$ cat src/hw/redriver_pkg.sv
// Shared constants for the redriver control-pin decode block.
package redriver_pkg;
    // Four-level strap codes.
    localparam logic [1:0] STRAP_ZERO = 2'h0;
    localparam logic [1:0] STRAP_ONE = 2'h1;
    localparam logic [1:0] STRAP_R = 2'h2;
    localparam logic [1:0] STRAP_F = 2'h3;
    // Clock and hot-plug timeout.
    localparam int CLK_MHZ = 100;
    localparam int HPD_TIMEOUT_US = 2000;
    localparam int HPD_TIMEOUT_CYCLES = HPD_TIMEOUT_US * CLK_MHZ;
    localparam int HPD_CNT_W = 18;
    // Last value of the settle counter before the straps are taken.
    localparam logic [1:0] SETTLE_LAST = 2'h3;
    // Reset values.
    localparam logic [3:0] EQ_RESET = 4'h0;
    localparam logic [1:0] ADDR_RESET = 2'h0;
endpackage

$ cat src/hw/redriver_control_pin_decode.sv
// Control-pin decode, hot-plug timeout and strap capture for the redriver crosspoint.
module redriver_control_pin_decode #(
    parameter int HPD_TIMEOUT = redriver_pkg::HPD_TIMEOUT_CYCLES
) (
    // Clock and reset
    input wire logic sys_clk,
    input wire logic rst_n,
    // Four-level straps
    input wire logic [1:0] configSel,
    input wire logic [1:0] display_eq_sel_hi,
    input wire logic [1:0] display_eq_sel_lo,
    input wire logic [1:0] upstream_eq_sel_hi,
    input wire logic [1:0] upstream_eq_sel_lo,
    // Shared control pins
    input wire logic flipSclPin,
    input wire logic usbSdaPin,
    input wire logic display_path_enable,
    // Register setting from the I2C register file
    input wire logic regDisplayEnable,
    // Decoded controls
    output logic i2cMode,
    output logic i2cTestMode,
    output logic i2cLowVolt,
    output logic adaptiveEqEnable,
    output logic strapsValid,
    output logic flip,
    output logic usb_path_enable,
    output logic i2cScl,
    output logic i2cSda,
    output logic hot_plug_in,
    output logic displayLanesEnable,
    output logic auxToSbu1,
    output logic auxToSbu2,
    output logic [3:0] displayEqGain,
    output logic [3:0] upstreamEqGain,
    output logic [1:0] addrStrap
);
    typedef enum logic [1:0] {
        CAPTURE = 2'b01,
        RUN = 2'b10
    } state_e;

    state_e state, next_state;
    logic [1:0] mode, next_mode;
    logic [3:0] next_displayEqGain, next_upstreamEqGain;
    logic [1:0] next_addrStrap;
    logic next_strapsValid;

    // Straps and pins come from outside, so each passes two flops first.
    logic [1:0] cfgS1, cfgS2, dhS1, dhS2, dlS1, dlS2, uhS1, uhS2, ulS1, ulS2;
    logic flipS1, flipS2, usbS1, usbS2, dpeS1, dpeS2;

    always_ff @(posedge sys_clk) begin
        if (!rst_n) begin
            cfgS1 <= 2'h0;
            cfgS2 <= 2'h0;
            dhS1 <= 2'h0;
            dhS2 <= 2'h0;
            dlS1 <= 2'h0;
            dlS2 <= 2'h0;
            uhS1 <= 2'h0;
            uhS2 <= 2'h0;
            ulS1 <= 2'h0;
            ulS2 <= 2'h0;
            flipS1 <= 1'b0;
            flipS2 <= 1'b0;
            usbS1 <= 1'b0;
            usbS2 <= 1'b0;
            dpeS1 <= 1'b0;
            dpeS2 <= 1'b0;
        end else begin
            cfgS1 <= configSel;
            cfgS2 <= cfgS1;
            dhS1 <= display_eq_sel_hi;
            dhS2 <= dhS1;
            dlS1 <= display_eq_sel_lo;
            dlS2 <= dlS1;
            uhS1 <= upstream_eq_sel_hi;
            uhS2 <= uhS1;
            ulS1 <= upstream_eq_sel_lo;
            ulS2 <= ulS1;
            flipS1 <= flipSclPin;
            flipS2 <= flipS1;
            usbS1 <= usbSdaPin;
            usbS2 <= usbS1;
            dpeS1 <= display_path_enable;
            dpeS2 <= dpeS1;
        end
    end

    // Strap capture: a short settle lets the synchronisers fill before sampling.
    logic [1:0] settle, next_settle;

    always_comb begin
        next_state = state;
        next_mode = mode;
        next_displayEqGain = displayEqGain;
        next_upstreamEqGain = upstreamEqGain;
        next_addrStrap = addrStrap;
        next_strapsValid = strapsValid;
        next_settle = settle;
        case (state)
            CAPTURE: begin
                if (settle != redriver_pkg::SETTLE_LAST) begin
                    next_settle = settle + 2'h1;
                end else begin
                    next_mode = cfgS2;
                    next_displayEqGain = {dhS2, dlS2};
                    next_upstreamEqGain = {uhS2, ulS2};
                    if (cfgS2 != redriver_pkg::STRAP_ZERO) begin
                        next_addrStrap = {dlS2[0], ulS2[0]};
                    end
                    next_strapsValid = 1'b1;
                    next_state = RUN;
                end
            end
            RUN: begin
                next_state = RUN;
            end
            default: begin
                next_state = CAPTURE;
            end
        endcase
    end

    always_ff @(posedge sys_clk) begin
        if (!rst_n) begin
            state <= CAPTURE;
            mode <= redriver_pkg::STRAP_ZERO;
            displayEqGain <= redriver_pkg::EQ_RESET;
            upstreamEqGain <= redriver_pkg::EQ_RESET;
            addrStrap <= redriver_pkg::ADDR_RESET;
            strapsValid <= 1'b0;
            settle <= 2'h0;
        end else begin
            state <= next_state;
            mode <= next_mode;
            displayEqGain <= next_displayEqGain;
            upstreamEqGain <= next_upstreamEqGain;
            addrStrap <= next_addrStrap;
            strapsValid <= next_strapsValid;
            settle <= next_settle;
        end
    end

    // Hot-plug low timer; saturates so a long unplug does not wrap.
    logic [redriver_pkg::HPD_CNT_W-1:0] hpdCnt, next_hpdCnt;
    logic hpdLost, next_hpdLost;
    logic modeI2c;
    assign modeI2c = (mode != redriver_pkg::STRAP_ZERO);

    always_comb begin
        next_hpdCnt = hpdCnt;
        next_hpdLost = hpdLost;
        if (!modeI2c || dpeS2) begin
            next_hpdCnt = '0;
            next_hpdLost = 1'b0;
        end else if (hpdCnt > HPD_TIMEOUT[redriver_pkg::HPD_CNT_W-1:0]) begin
            next_hpdLost = 1'b1;
        end else begin
            next_hpdCnt = hpdCnt + 1'b1;
        end
    end

    always_ff @(posedge sys_clk) begin
        if (!rst_n) begin
            hpdCnt <= '0;
            hpdLost <= 1'b0;
        end else begin
            hpdCnt <= next_hpdCnt;
            hpdLost <= next_hpdLost;
        end
    end

    // Output decode, registered so every output comes from a flop.
    logic next_i2cMode, next_i2cTestMode, next_i2cLowVolt, next_adaptiveEqEnable;
    logic next_flip, next_usb_path_enable, next_i2cScl, next_i2cSda, next_hot_plug_in;
    logic next_displayLanesEnable, next_auxToSbu1, next_auxToSbu2;

    always_comb begin
        next_i2cMode = modeI2c && strapsValid;
        next_i2cTestMode = strapsValid && (mode == redriver_pkg::STRAP_R);
        next_i2cLowVolt = strapsValid && (mode == redriver_pkg::STRAP_F);
        next_adaptiveEqEnable = strapsValid && modeI2c;
        next_flip = modeI2c ? flip : flipS2;
        next_i2cScl = modeI2c ? flipS2 : 1'b1;
        next_usb_path_enable = modeI2c ? 1'b0 : usbS2;
        next_i2cSda = modeI2c ? usbS2 : 1'b1;
        next_hot_plug_in = modeI2c ? dpeS2 : 1'b0;
        if (!strapsValid) begin
            next_displayLanesEnable = 1'b0;
        end else if (modeI2c) begin
            next_displayLanesEnable = regDisplayEnable && !hpdLost;
        end else begin
            next_displayLanesEnable = dpeS2;
        end
        // The aux switch stays closed after hot-plug loss; only orientation steers it.
        next_auxToSbu1 = strapsValid && !next_flip;
        next_auxToSbu2 = strapsValid && next_flip;
    end

    always_ff @(posedge sys_clk) begin
        if (!rst_n) begin
            i2cMode <= 1'b0;
            i2cTestMode <= 1'b0;
            i2cLowVolt <= 1'b0;
            adaptiveEqEnable <= 1'b0;
            flip <= 1'b0;
            usb_path_enable <= 1'b0;
            i2cScl <= 1'b1;
            i2cSda <= 1'b1;
            hot_plug_in <= 1'b0;
            displayLanesEnable <= 1'b0;
            auxToSbu1 <= 1'b0;
            auxToSbu2 <= 1'b0;
        end else begin
            i2cMode <= next_i2cMode;
            i2cTestMode <= next_i2cTestMode;
            i2cLowVolt <= next_i2cLowVolt;
            adaptiveEqEnable <= next_adaptiveEqEnable;
            flip <= next_flip;
            usb_path_enable <= next_usb_path_enable;
            i2cScl <= next_i2cScl;
            i2cSda <= next_i2cSda;
            hot_plug_in <= next_hot_plug_in;
            displayLanesEnable <= next_displayLanesEnable;
            auxToSbu1 <= next_auxToSbu1;
            auxToSbu2 <= next_auxToSbu2;
        end
    end
endmodule // redriver_control_pin_decode

$ cat config.mk
export PLATFORM = sky130hd
export DESIGN_NAME = redriver_control_pin_decode
export DESIGN_NICKNAME = d
export VERILOG_FILES = /design/src/hw/redriver_pkg.sv /design/src/hw/redriver_control_pin_decode.sv
export SDC_FILE = /design/constraint.sdc
export NUM_CORES = 1
export LEC_CHECK = 0
export ABC_AREA = 1
export BUFFER_PORTS_ARGS = -buffer_cell sky130_fd_sc_hd__clkbuf_2
export CORE_AREA = 2 2 92 94
export CTS_BUF_LIST = sky130_fd_sc_hd__clkbuf_8 sky130_fd_sc_hd__clkbuf_16
export DETAILED_ROUTE_END_ITERATION = 8
export DIE_AREA = 0 0 94 96
export PLACE_DENSITY = 0.6
export SYNTH_ARGS = -nofsm -noshare
export SYNTH_HDL_FRONTEND = slang
export SYNTH_SLANG_ARGS = --single-unit
$ cat constraint.sdc
create_clock -name sys_clk -period 1.62 [get_ports sys_clk]
set_input_delay 0.081 -clock sys_clk [delete_from_list [all_inputs] [get_ports sys_clk]]
set_output_delay 0.081 -clock sys_clk [all_outputs]
set_load 0.02 [all_outputs]
==> results.md, run 1 <==
- Total power density per cell area: 1190 nW/um2
- Area of the die: 9020 um2
- Share of synthesized area occupied by flip-flops and latches: 0.515
- Synthesized netlist net count: 397
- DIE HEIGHT: 96 um
- Gpl congestion: 0.803
- Netlist cell types: 28
- Post-CTS setup repair buffer count: 0
- Final layout net count: 462
- Total DRC errors in the routed layout: 0
- Peak supply drop: 766 uV
- Non-filler cells, final: 552
- Syn avg cell area: 7.53 um2
- Worst slew margin relative to its limit: 0.755
- Std-Cell Core Area: 8050 um2
- Horiz. Die Dim: 94 um
- Final Setup Violations: 0
- Min-delay worst type: input pin to flip-flop
- TritonCTS clock tree: done
- Largest register by flop count: hpdCnt
- Routed via count divided by cell count: 4.44
- Layout overhead on the synthesized area: 26.6%
- Biggest registers after layout: hpdCnt (18), displayEqGain (4), upstreamEqGain (4)
- Maximum clock rate: 0.678 GHz
- Data arrival time of the critical path: between 1.5 and 2 ns
- Predominant post-synthesis flop cell: sky130_fd_sc_hd__dfxtp_1
- Static leakage: 1.63 nW
- Critical path startpoint category: flip-flop
- Number of global-route vias before repair: 2290
- Most area-hungry cell type in the Yosys netlist: sky130_fd_sc_hd__dfxtp_1
- Final wirelength: slightly below 6 mm
- Total global routing track utilization: 0.141
- Number of flip-flops in the largest register: 18
- Clock latency on the worst-skew pair: 0.34 ns
- Required arrival time at the worst endpoint: 1.86 ns
- Total of buffers placed on input and output ports: 38
- Share of flip-flops with an asynchronous set or reset: 0
- Total I/O pin count: 39
- Maximum number of pins on one net before global-route repair: slightly above 40
- Final Skew: 0.00836 ns
- Clk sink count: 73
- Half-perimeter wire length after placement: 4.01 mm
- Num CTS Buffers: 9
- Setup CP Type: flip-flop to flip-flop
- Number of H-tree branching levels: 3
- Area contributors post-synth: sky130_fd_sc_hd__dfxtp_1 (51%), sky130_fd_sc_hd__nand2_1 (11%), sky130_fd_sc_hd__nor2_1 (8.5%)
- Routed Antenna Nets: 0
- Dpl cells: between 500 and 600
- Synth Register Bits: 73
- Total congestion overflow after global routing: 0
- Placement row count: 33
- Clock-pin transition on the worst setup and hold timing paths: 0.07 ns
- Largest fanout of any net on the critical path: 10
- Post-detailed-route wirelength per cell: between 10 and 15 um
- Top cells by instance count after synthesis: sky130_fd_sc_hd__nand2_1 (80), sky130_fd_sc_hd__dfxtp_1 (73), sky130_fd_sc_hd__nor2_1 (64)
- Drt initial violations: 124
- Max-capacitance violation count: 0
- Overall power after layout: 0.00428 W
- Result of the run: complete, no violations
- Most common cell in the netlist: sky130_fd_sc_hd__nand2_1
- Cells after synthesis: around 380
- Clock root cell: sky130_fd_sc_hd__clkbuf_8
- Fill cell count: just over 800
- Portion of synthesized cell area occupied by the leading cell type: 0.515
- Post-route fraction of the period consumed by the critical path: 0.911
- Worst-Margin Slew: 0.367 ns
- Maximum clock insertion buffer count: 2
- Antenna violations before repair: 0
- Synth warnings: 0
- Crit path time final: 1.48 ns
- Setup repair after global routing missed its margin: yes
- Number of hold violations in the final report: 0
- Starting Density: 0.352
- EDFF count, synth: 0
- Total number of vias: 2449
- First drt pass iteration count: 4
- Antenna diode count: 0
- Global-route wire length before repair: 9.91 mm
- Fraction of layout instances using a drive strength above 1: 0.188
- Critical Path Sink Type: flip-flop
- Post-synthesis instance area: ~2800 um2
- Slew Viols, Final: 0
-- area by class of cell --
type / count / area (um2) / share of cell area
clock inverter: 5 / 103 / 0.0286
clock buffer: 11 / 151 / 0.0421
sequential: 73 / 1460 / 0.407
multi-input combinational: 236 / 1110 / 0.308
tap: 105 / 131 / 0.0366
inverter: 57 / 214 / 0.0596
timing repair buffer: 65 / 425 / 0.118
-- cell families (layout without fill, tap and decap cells) --
kind of cell | Yosys count | count (layout) | synth area share
compound gates | 39 | 39 | 0.0697
xor+xnor | 1 | 1 | 0.00309
fa+ha+maj | 4 | 4 | 0.0176
buf+inv | 68 | 138 | 0.0979
flops | 73 | 73 | 0.515
simple gates | 192 | 192 | 0.297
-- power by group --
part	total [W]	internal, W	switching, W
logic	0.000531	0.000209	0.000322
clock network	0.00176	0.00110	0.000659
registers	0.00198	0.00192	0.0000589
total	0.00428	0.00324	0.00104
-- worst paths after layout --
| check | from | to | slack [ns] | depth (start not counted) |
|---|---|---|---|---|
| hold reg to reg | ulS1[1] | ulS2[1] | 0.41 | 2 |
| setup reg to reg | hpdCnt[0] | hpdCnt[4] | 0.14 | 9 |
| setup / recovery | hpdCnt[0] | hpdCnt[4] | 0.14 | 9 |
| hold / removal | regDisplayEnable | displayLanesEnable | 0.05 | 3 |
-- critical path: stages, from the launching register on --
cell	delay [ns]
sky130_fd_sc_hd__dfxtp_1	0.38
sky130_fd_sc_hd__inv_1	0.07
sky130_fd_sc_hd__ha_1	0.20
sky130_fd_sc_hd__nand2_1	0.10
sky130_fd_sc_hd__nor2_4	0.05
sky130_fd_sc_hd__nand3_4	0.09
sky130_fd_sc_hd__nand2_4	0.09
sky130_fd_sc_hd__buf_4	0.18
sky130_fd_sc_hd__a21oi_1	0.14
sky130_fd_sc_hd__nor2_1	0.06
-- timing repair --
item / CTS / global route
gates resized for setup: 0 / 2
endpoints found under the setup margin: 0 / 4
hold endpoints to repair: 13 / 0
hold buffers: 13 / 0
-- layer usage --
| metal | up-vias | share of wire | track usage |
|---|---|---|---|
| met1 | 1080 | 0.48 | 0.179 |
| met5 | - | 0 | 0 |
| met3 | 16 | 0.055 | 0.0376 |
| li1 | 1290 | - | - |
| met4 | 0 | 0.027 | 0.0809 |
| met2 | 63 | 0.43 | 0.217 |
-- placed cells by master (no fill, tap or decap), types with 2 or more instances in the layout --
master                           n
sky130_fd_sc_hd__clkbuf_8       11
sky130_fd_sc_hd__a21oi_1        21
sky130_fd_sc_hd__inv_1          52
sky130_fd_sc_hd__dlygate4sd3_1  13
sky130_fd_sc_hd__buf_4          14
sky130_fd_sc_hd__clkbuf_2       38
sky130_fd_sc_hd__nand3_1        23
sky130_fd_sc_hd__nor2_2          3
sky130_fd_sc_hd__nand3b_1        2
sky130_fd_sc_hd__nand2_4         2
sky130_fd_sc_hd__nand4_1         5
sky130_fd_sc_hd__clkinv_1        2
sky130_fd_sc_hd__nand2_2         3
sky130_fd_sc_hd__nor3_1          4
sky130_fd_sc_hd__ha_1            4
sky130_fd_sc_hd__dfxtp_1        73
sky130_fd_sc_hd__nor2_1         63
sky130_fd_sc_hd__bufinv_16       3
sky130_fd_sc_hd__o21ai_0        15
sky130_fd_sc_hd__inv_2           4
sky130_fd_sc_hd__nor2_4          3
sky130_fd_sc_hd__o21ai_1         2
sky130_fd_sc_hd__nand2_1        80
-- stage by stage --
stage | hold WS [ns] | worst slack, ns | util | TNS (ns) | cell area (um2)
after CTS | 0.0330 | 0.0697 | 0.445 | 0 | 3580
after global placement | 0.262 | 0.180 | 0.398 | 0 | 3200
after global routing | 0.0665 | -0.0326 | 0.446 | -0.0326 | 3590
after detailed placement | 0.268 | 0.126 | 0.398 | 0 | 3200
after floorplan | 0.179 | 0.290 | - | 0 | 2840
final | 0.0512 | 0.145 | 0.446 | 0 | 3590
Note: power is estimated with default switching activity, not from simulation.
==> inputs of run 2 (changes only) <==
- CTS_BUF_LIST: sky130_fd_sc_hd__clkbuf_8 sky130_fd_sc_hd__clkbuf_16 -> sky130_fd_sc_hd__clkbuf_4
==> results.md, run 2 (synthesized netlist as in run 1, its figures left out) <==
- Result of the run: complete, no violations
- Starting Density: 0.352 (unchanged)
- Antenna diode count: 0 (unchanged)
- Routed Antenna Nets: 0 (unchanged)
- Clock root cell: sky130_fd_sc_hd__clkbuf_4
- Placement row count: 33 (unchanged)
- Routed via count divided by cell count: 4.39 (-0.97%)
- Crit path time final: 1.48 ns (+0.00198 ns)
- Total I/O pin count: 39 (unchanged)
- Post-detailed-route wirelength per cell: 10.4 um (-1.6%)
- Clock-pin transition on the worst setup and hold timing paths: 0.11 ns (+0.04 ns)
- Global-route wire length before repair: 9.83 mm (-0.77%)
- Total DRC errors in the routed layout: 0 (unchanged)
- Highest layer used for signal routing: met4
- Total congestion overflow after global routing: 0 (unchanged)
- Total power density per cell area: 1110 nW/um2 (-6.8%)
- Number of flip-flops in the largest register: 18 (unchanged)
- Peak supply drop: 727 uV (-5.1%)
- Slew Viols, Final: 0 (unchanged)
- Post-route fraction of the period consumed by the critical path: 0.912 (+0.00122)
- Total number of vias: 2434 (-0.61%)
- Most frequent standard cell in the layout excluding fill and tap cells: sky130_fd_sc_hd__nand2_1
- Half-perimeter wire length after placement: 4.01 mm (unchanged)
- Total area of sequential cells: 1460 um2 (unchanged)
- Clk sink count: 73 (unchanged)
- Min-delay worst type: input pin to flip-flop
- Worst slew margin relative to its limit: 0.757 (+0.00184)
- Largest register by flop count: hpdCnt
- Maximum number of pins on one net before global-route repair: 41 (unchanged)
- Crit-path cells: inv_1, ha_1, nand2_1, nor2_4, nand3_4, nand2_4, buf_4, a21oi_1, nor2_1
- Worst-Margin Slew: 0.364 ns (-0.00276 ns)
- Cell area after placement: 3200 um2 (unchanged)
- Final Setup Violations: 0 (unchanged)
- First drt pass iteration count: 4 (unchanged)
- Largest fanout of any net on the critical path: 10 (unchanged)
- Final core utilization: 0.440 (-0.00653)
- Max-capacitance violation count: 0 (unchanged)
- Required arrival time at the worst endpoint: 1.93 ns (+0.07 ns)
- Horiz. Die Dim: 94 um (unchanged)
- Layout overhead on the synthesized area: 24.7%
- Total of buffers placed on input and output ports: 38 (unchanged)
- Launching instance or port of the critical path: hpdCnt[0]
- Number of H-tree branching levels: 3 (unchanged)
- Setup repair after global routing missed its margin: no
- DIE HEIGHT: 96 um (unchanged)
- Post-CTS setup repair buffer count: 0 (unchanged)
- Biggest registers after layout: hpdCnt (18), displayEqGain (4), upstreamEqGain (4)
- R2r startpoint: hpdCnt[0]
- Hold Path Origin: configSel[1]
- Clock latency on the worst-skew pair: 0.41 ns (+0.07 ns)
- Critical path startpoint category: flip-flop
- Num CTS Buffers: 9 (unchanged)
- Met3 wirelength from detailed routing: 322 um (unchanged)
- Largest stage delay, worst path: 0.40 ns (+0.02 ns)
- Maximum clock rate: 0.677 GHz (-0.13%)
- Drt initial violations: 106 (-15%)
- Number of hold violations in the final report: 0 (unchanged)
- Fraction of layout instances using a drive strength above 1: 0.185 (-0.00306)
- Most frequent cells in the layout: sky130_fd_sc_hd__nand2_1 (80), sky130_fd_sc_hd__dfxtp_1 (73), sky130_fd_sc_hd__nor2_1 (63), sky130_fd_sc_hd__inv_1 (51), sky130_fd_sc_hd__clkbuf_2 (38)
- Gpl congestion: 0.803 (unchanged)
- Final layout net count: 464 (+0.43%)
- Metal1 wirelength: 2.76 mm (-2.3%)
- Setup CP Type: flip-flop to flip-flop
- Area of the die: 9020 um2 (unchanged)
- Met2 routed wirelength: 2.56 mm (+0.87%)
- Final Skew: 0.00805 ns (-0.000309 ns)
- Final wirelength: 5.77 mm (-1.2%)
- Antenna violations before repair: 0 (unchanged)
- Std-Cell Core Area: 8050 um2 (unchanged)
- Critical Path Sink Type: flip-flop
- Data arrival time of the critical path: 1.79 ns (+0.08 ns)
- Combined area of the multi-input logic cells: 1110 um2 (unchanged)
- Total global routing track utilization: 0.140 (-0.000832)
- Fill cell count: 808 (-0.37%)
- Worst R2R Setup Slack: 0.14 ns (about the same)
- Cell at the slowest stage of the critical path: sky130_fd_sc_hd__dfxtp_1
- Number of global-route vias before repair: 2285 (-0.22%)
- Non-Filler Cell Area, Final: 3540 um2 (-1.5%)
- Static leakage: 1.61 nW (-1.6%)
- TritonCTS clock tree: done
- TNS Setup: 0 ns (unchanged)
- Maximum clock insertion buffer count: 2 (unchanged)
-- run 2: routing by layer --
| layer | vias up | GRT usage |
|---|---|---|
| met5 | - | 0 |
| met4 | 0 | 0.0773 |
| met3 | 13 | 0.0399 |
| met2 | 58 | 0.217 |
| met1 | 1066 | 0.176 |
| li1 | 1297 | - |
-- run 2: cell type report --
cell class,count,area share
flip-flops and latches,73,0.413
clock inverters,6,0.0300
well taps,105,0.0371
multi-input cells,236,0.312
clock buffers,10,0.0212
repair buffers,67,0.126
inverters,57,0.0604
-- run 2: final timing paths --
kind / endpoint / depth (start not counted)
setup reg to reg: hpdCnt[4] / 9
setup / recovery: hpdCnt[4] / 9
hold / removal: cfgS1[1] / 4
hold reg to reg: ulS2[1] / 2
-- run 2: worst max-delay path: cells and delay by family, from the launching register on --
family                     cells  cell delay (ns)
DFF                            1             0.40
AOI/OAI and AO/OA              1             0.14
and+or+nand+nor                5             0.39
buffers and inverters          2             0.25
adders and majority gates      1             0.20
-- run 2: timing repair --
action | in CTS | in global routing
setup endpoints to repair | 0 | 4
hold buffers | 15 | 0
endpoints found under the hold margin | 20 | 0
gates resized for setup | 0 | 2
-- run 2: per-stage QoR --
stage	hold WS [ns]	setup WS, ns	power, W	cells
global route	0.387	0.00711	0.00414	554
CTS	0.353	0.104	0.00397	554
global placement	0.262	0.180	0.00252	523
finish	0.379	0.143	0.00393	554
floorplan	0.179	0.290	0.00237	377
detailed placement	0.268	0.126	0.00254	523
-- run 2: power breakdown --
| group | total, W | switching [W] | internal, W |
|---|---|---|---|
| registers | 0.00198 | 0.0000584 | 0.00192 |
| clock network | 0.00141 | 0.000619 | 0.000792 |
| logic | 0.000533 | 0.000322 | 0.000212 |
==> inputs of run 3 (changes only) <==
- CELL_PAD_IN_SITES_DETAIL_PLACEMENT: unset -> 1
- CELL_PAD_IN_SITES_GLOBAL_PLACEMENT: unset -> 1
- CORE_AREA: 2 2 92 94 -> 2 2 87 89
- CTS_BUF_LIST: sky130_fd_sc_hd__clkbuf_4 -> unset
- DIE_AREA: 0 0 94 96 -> 0 0 89 91
- PLACE_DENSITY: 0.6 -> 0.82
==> results.md, run 3 (synthesized netlist as in run 1, its figures left out) <==
- Largest stage delay, worst path: 0.43 ns (+0.03 ns)
- Total I/O pin count: 39 (unchanged)
- Gate family responsible for the most delay along the worst path: simple AND/OR/NAND/NOR gates
- Area of the die: 8100 um2 (-10%)
- Maximum clock rate: 0.648 GHz (-4.3%)
- Total of buffers placed on input and output ports: 38 (unchanged)
- TNS Setup: 0 ns (unchanged)
- Crit path time final: 1.54 ns (+0.0659 ns)
- Layout overhead on the synthesized area: 25.3%
- Total number of vias: 2571 (+5.6%)
- Crit-path cells: nand2_1, nand3_1, nand2_2, nand2_4, nand2_8, buf_12, a21oi_1, nor2_1
- Final core utilization: 0.498 (+0.0586)
- Final wirelength: 6.73 mm (+17%)
- Number of flip-flops in the largest register: 18 (unchanged)
- Overall power after layout: 0.00380 W (-3.3%)
- Clock-pin transition on the worst setup and hold timing paths: 0.08 ns (-0.03 ns)
- Total DRC errors in the routed layout: 0 (unchanged)
- Min-delay worst type: input pin to flip-flop
- Max-capacitance violation count: 0 (unchanged)
- Post-route fraction of the period consumed by the critical path: 0.953 (+0.0407)
- Total power density per cell area: 1070 nW/um2 (-3.8%)
- Critical path startpoint category: flip-flop
- Drt initial violations: 76 (-28%)
- Std-Cell Core Area: 7140 um2 (-11%)
- Starting Density: 0.398 (+0.0452)
- Required arrival time at the worst endpoint: 1.85 ns (-0.08 ns)
- Routed Antenna Nets: 0 (unchanged)
- Global-route wire length before repair: 11.5 mm (+17%)
- Static leakage: 1.60 nW (-0.20%)
- DIE HEIGHT: 91 um (-5.2%)
- Gpl congestion: 0.866 (+7.9%)
- Number of global-route vias before repair: 2615 (+14%)
- Horiz. Die Dim: 89 um (-5.3%)
- Slew Viols, Final: 0 (unchanged)
- Worst slew margin relative to its limit: 0.766 (+0.00888)
- Clock root cell: sky130_fd_sc_hd__clkbuf_8
- Fraction of layout instances using a drive strength above 1: 0.203 (+0.0183)
- Most frequent cells in the layout: sky130_fd_sc_hd__nand2_1 (79), sky130_fd_sc_hd__dfxtp_1 (70), sky130_fd_sc_hd__nor2_1 (63), sky130_fd_sc_hd__inv_1 (51), sky130_fd_sc_hd__clkbuf_2 (38)
- Antenna violations before repair: 0 (unchanged)
- Maximum clock insertion buffer count: 2 (unchanged)
- Non-Filler Cell Area, Final: 3560 um2 (+0.46%)
- Cell area after placement: 3190 um2 (-0.31%)
- Largest fanout of any net on the critical path: 19 (+9)
- Worst-Margin Slew: 0.347 ns (-0.0170 ns)
- Half-perimeter wire length after placement: 4.67 mm (+16%)
- Critical Path Sink Type: flip-flop
- TritonCTS clock tree: done
- Buf+Inv Stages, Crit Path: 1 (-1)
- Final Setup Violations: 0 (unchanged)
- Num CTS Buffers: 9 (unchanged)
- Clock latency on the worst-skew pair: 0.35 ns (-0.06 ns)
- Peak supply drop: 610 uV (-16%)
- Setup CP Type: flip-flop to flip-flop
- Most frequent standard cell in the layout excluding fill and tap cells: sky130_fd_sc_hd__nand2_1
- Placement row count: 31 (-6.1%)
- Biggest registers after layout: hpdCnt (18), displayEqGain (4), upstreamEqGain (4)
- Maximum number of pins on one net before global-route repair: 41 (unchanged)
- First drt pass iteration count: 4 (unchanged)
- Total congestion overflow after global routing: 0 (unchanged)
- Post-detailed-route wirelength per cell: 12.3 um (+18%)
- Final layout net count: 463 (-0.22%)
- Clk sink count: 73 (unchanged)
- Total global routing track utilization: 0.181 (+0.0407)
- Cell at the slowest stage of the critical path: sky130_fd_sc_hd__dfxtp_1
- Final Skew: 0.00909 ns (+0.00104 ns)
- Largest register by flop count: hpdCnt
- Antenna diode count: 0 (unchanged)
- Number of H-tree branching levels: 3 (unchanged)
- Result of the run: complete, no violations
- Data arrival time of the critical path: 1.78 ns (about the same)
- Routed via count divided by cell count: 4.70 (+7.0%)
- Number of hold violations in the final report: 0 (unchanged)
run 3: cell types whose count changed in the layout (fill, tap and decap cells not counted), sizes merged:
cell,change
clkinvlp,+2
buf,+1
inv,+1
bufinv,-3
dlygate4sd3,-2
run 3: metal layers:
layer	part of all wire	track usage	up-vias	routed length, um
li1	-	-	1293	-
met1	0.45	0.218	1211	3020
met2	0.49	0.295	53	3280
met3	0.042	0.0464	14	283
met4	0.022	0.0846	0	147
met5	0	0	-	0
run 3: through the flow:
stage,hold slack [ns],cells,setup slack [ns]
6_report,0.0373,547,0.0769
5_1_grt,0.0489,547,-0.0165
4_1_cts,0.0286,544,0.0544
3_5_place_dp,0.268,515,0.103
3_3_place_gp,0.261,515,0.164
2_1_floorplan,0.179,377,0.290
run 3: cell type report:
class | count | area, um2
clock buffer | 10 | 128
clock inverter | 6 | 42.5
fill | 926 | 3580
inverter | 57 | 214
multi-input combinational | 236 | 1120
sequential | 73 | 1470
tap | 99 | 124
timing repair buffer | 66 | 458
run 3: worst paths after layout:
kind               end  depth (start not counted)  startpoint  slack (ns)
max          hpdCnt[8]                          8   hpdCnt[8]        0.08
min reg2reg    dhS2[0]                          2     dhS1[0]        0.41
max reg2reg  hpdCnt[8]                          8   hpdCnt[8]        0.08
min               flip                          3       rst_n        0.04
run 3: power by group:
group          switching, W  internal [W]
clock network      0.000699      0.000558
registers         0.0000626       0.00192
logic              0.000343      0.000210
total               0.00110       0.00269
run 3: worst reg2reg max path, stage by stage, from the launching register on:
cell and delay [ns]:
sky130_fd_sc_hd__dfxtp_1 0.43, sky130_fd_sc_hd__nand2_1 0.14, sky130_fd_sc_hd__nand3_1 0.14, sky130_fd_sc_hd__nand2_2 0.08, sky130_fd_sc_hd__nand2_4 0.12, sky130_fd_sc_hd__nand2_8 0.08, sky130_fd_sc_hd__buf_12 0.16, sky130_fd_sc_hd__a21oi_1 0.20
sky130_fd_sc_hd__nor2_1 0.09
run 3: repair_timing:
item                                    4_1_cts  5_1_grt
gates resized for setup                       0        9
endpoints found under the setup margin        0       15
buffers inserted                              0        3
hold endpoints to repair                     13        0
hold buffers                                 13        0
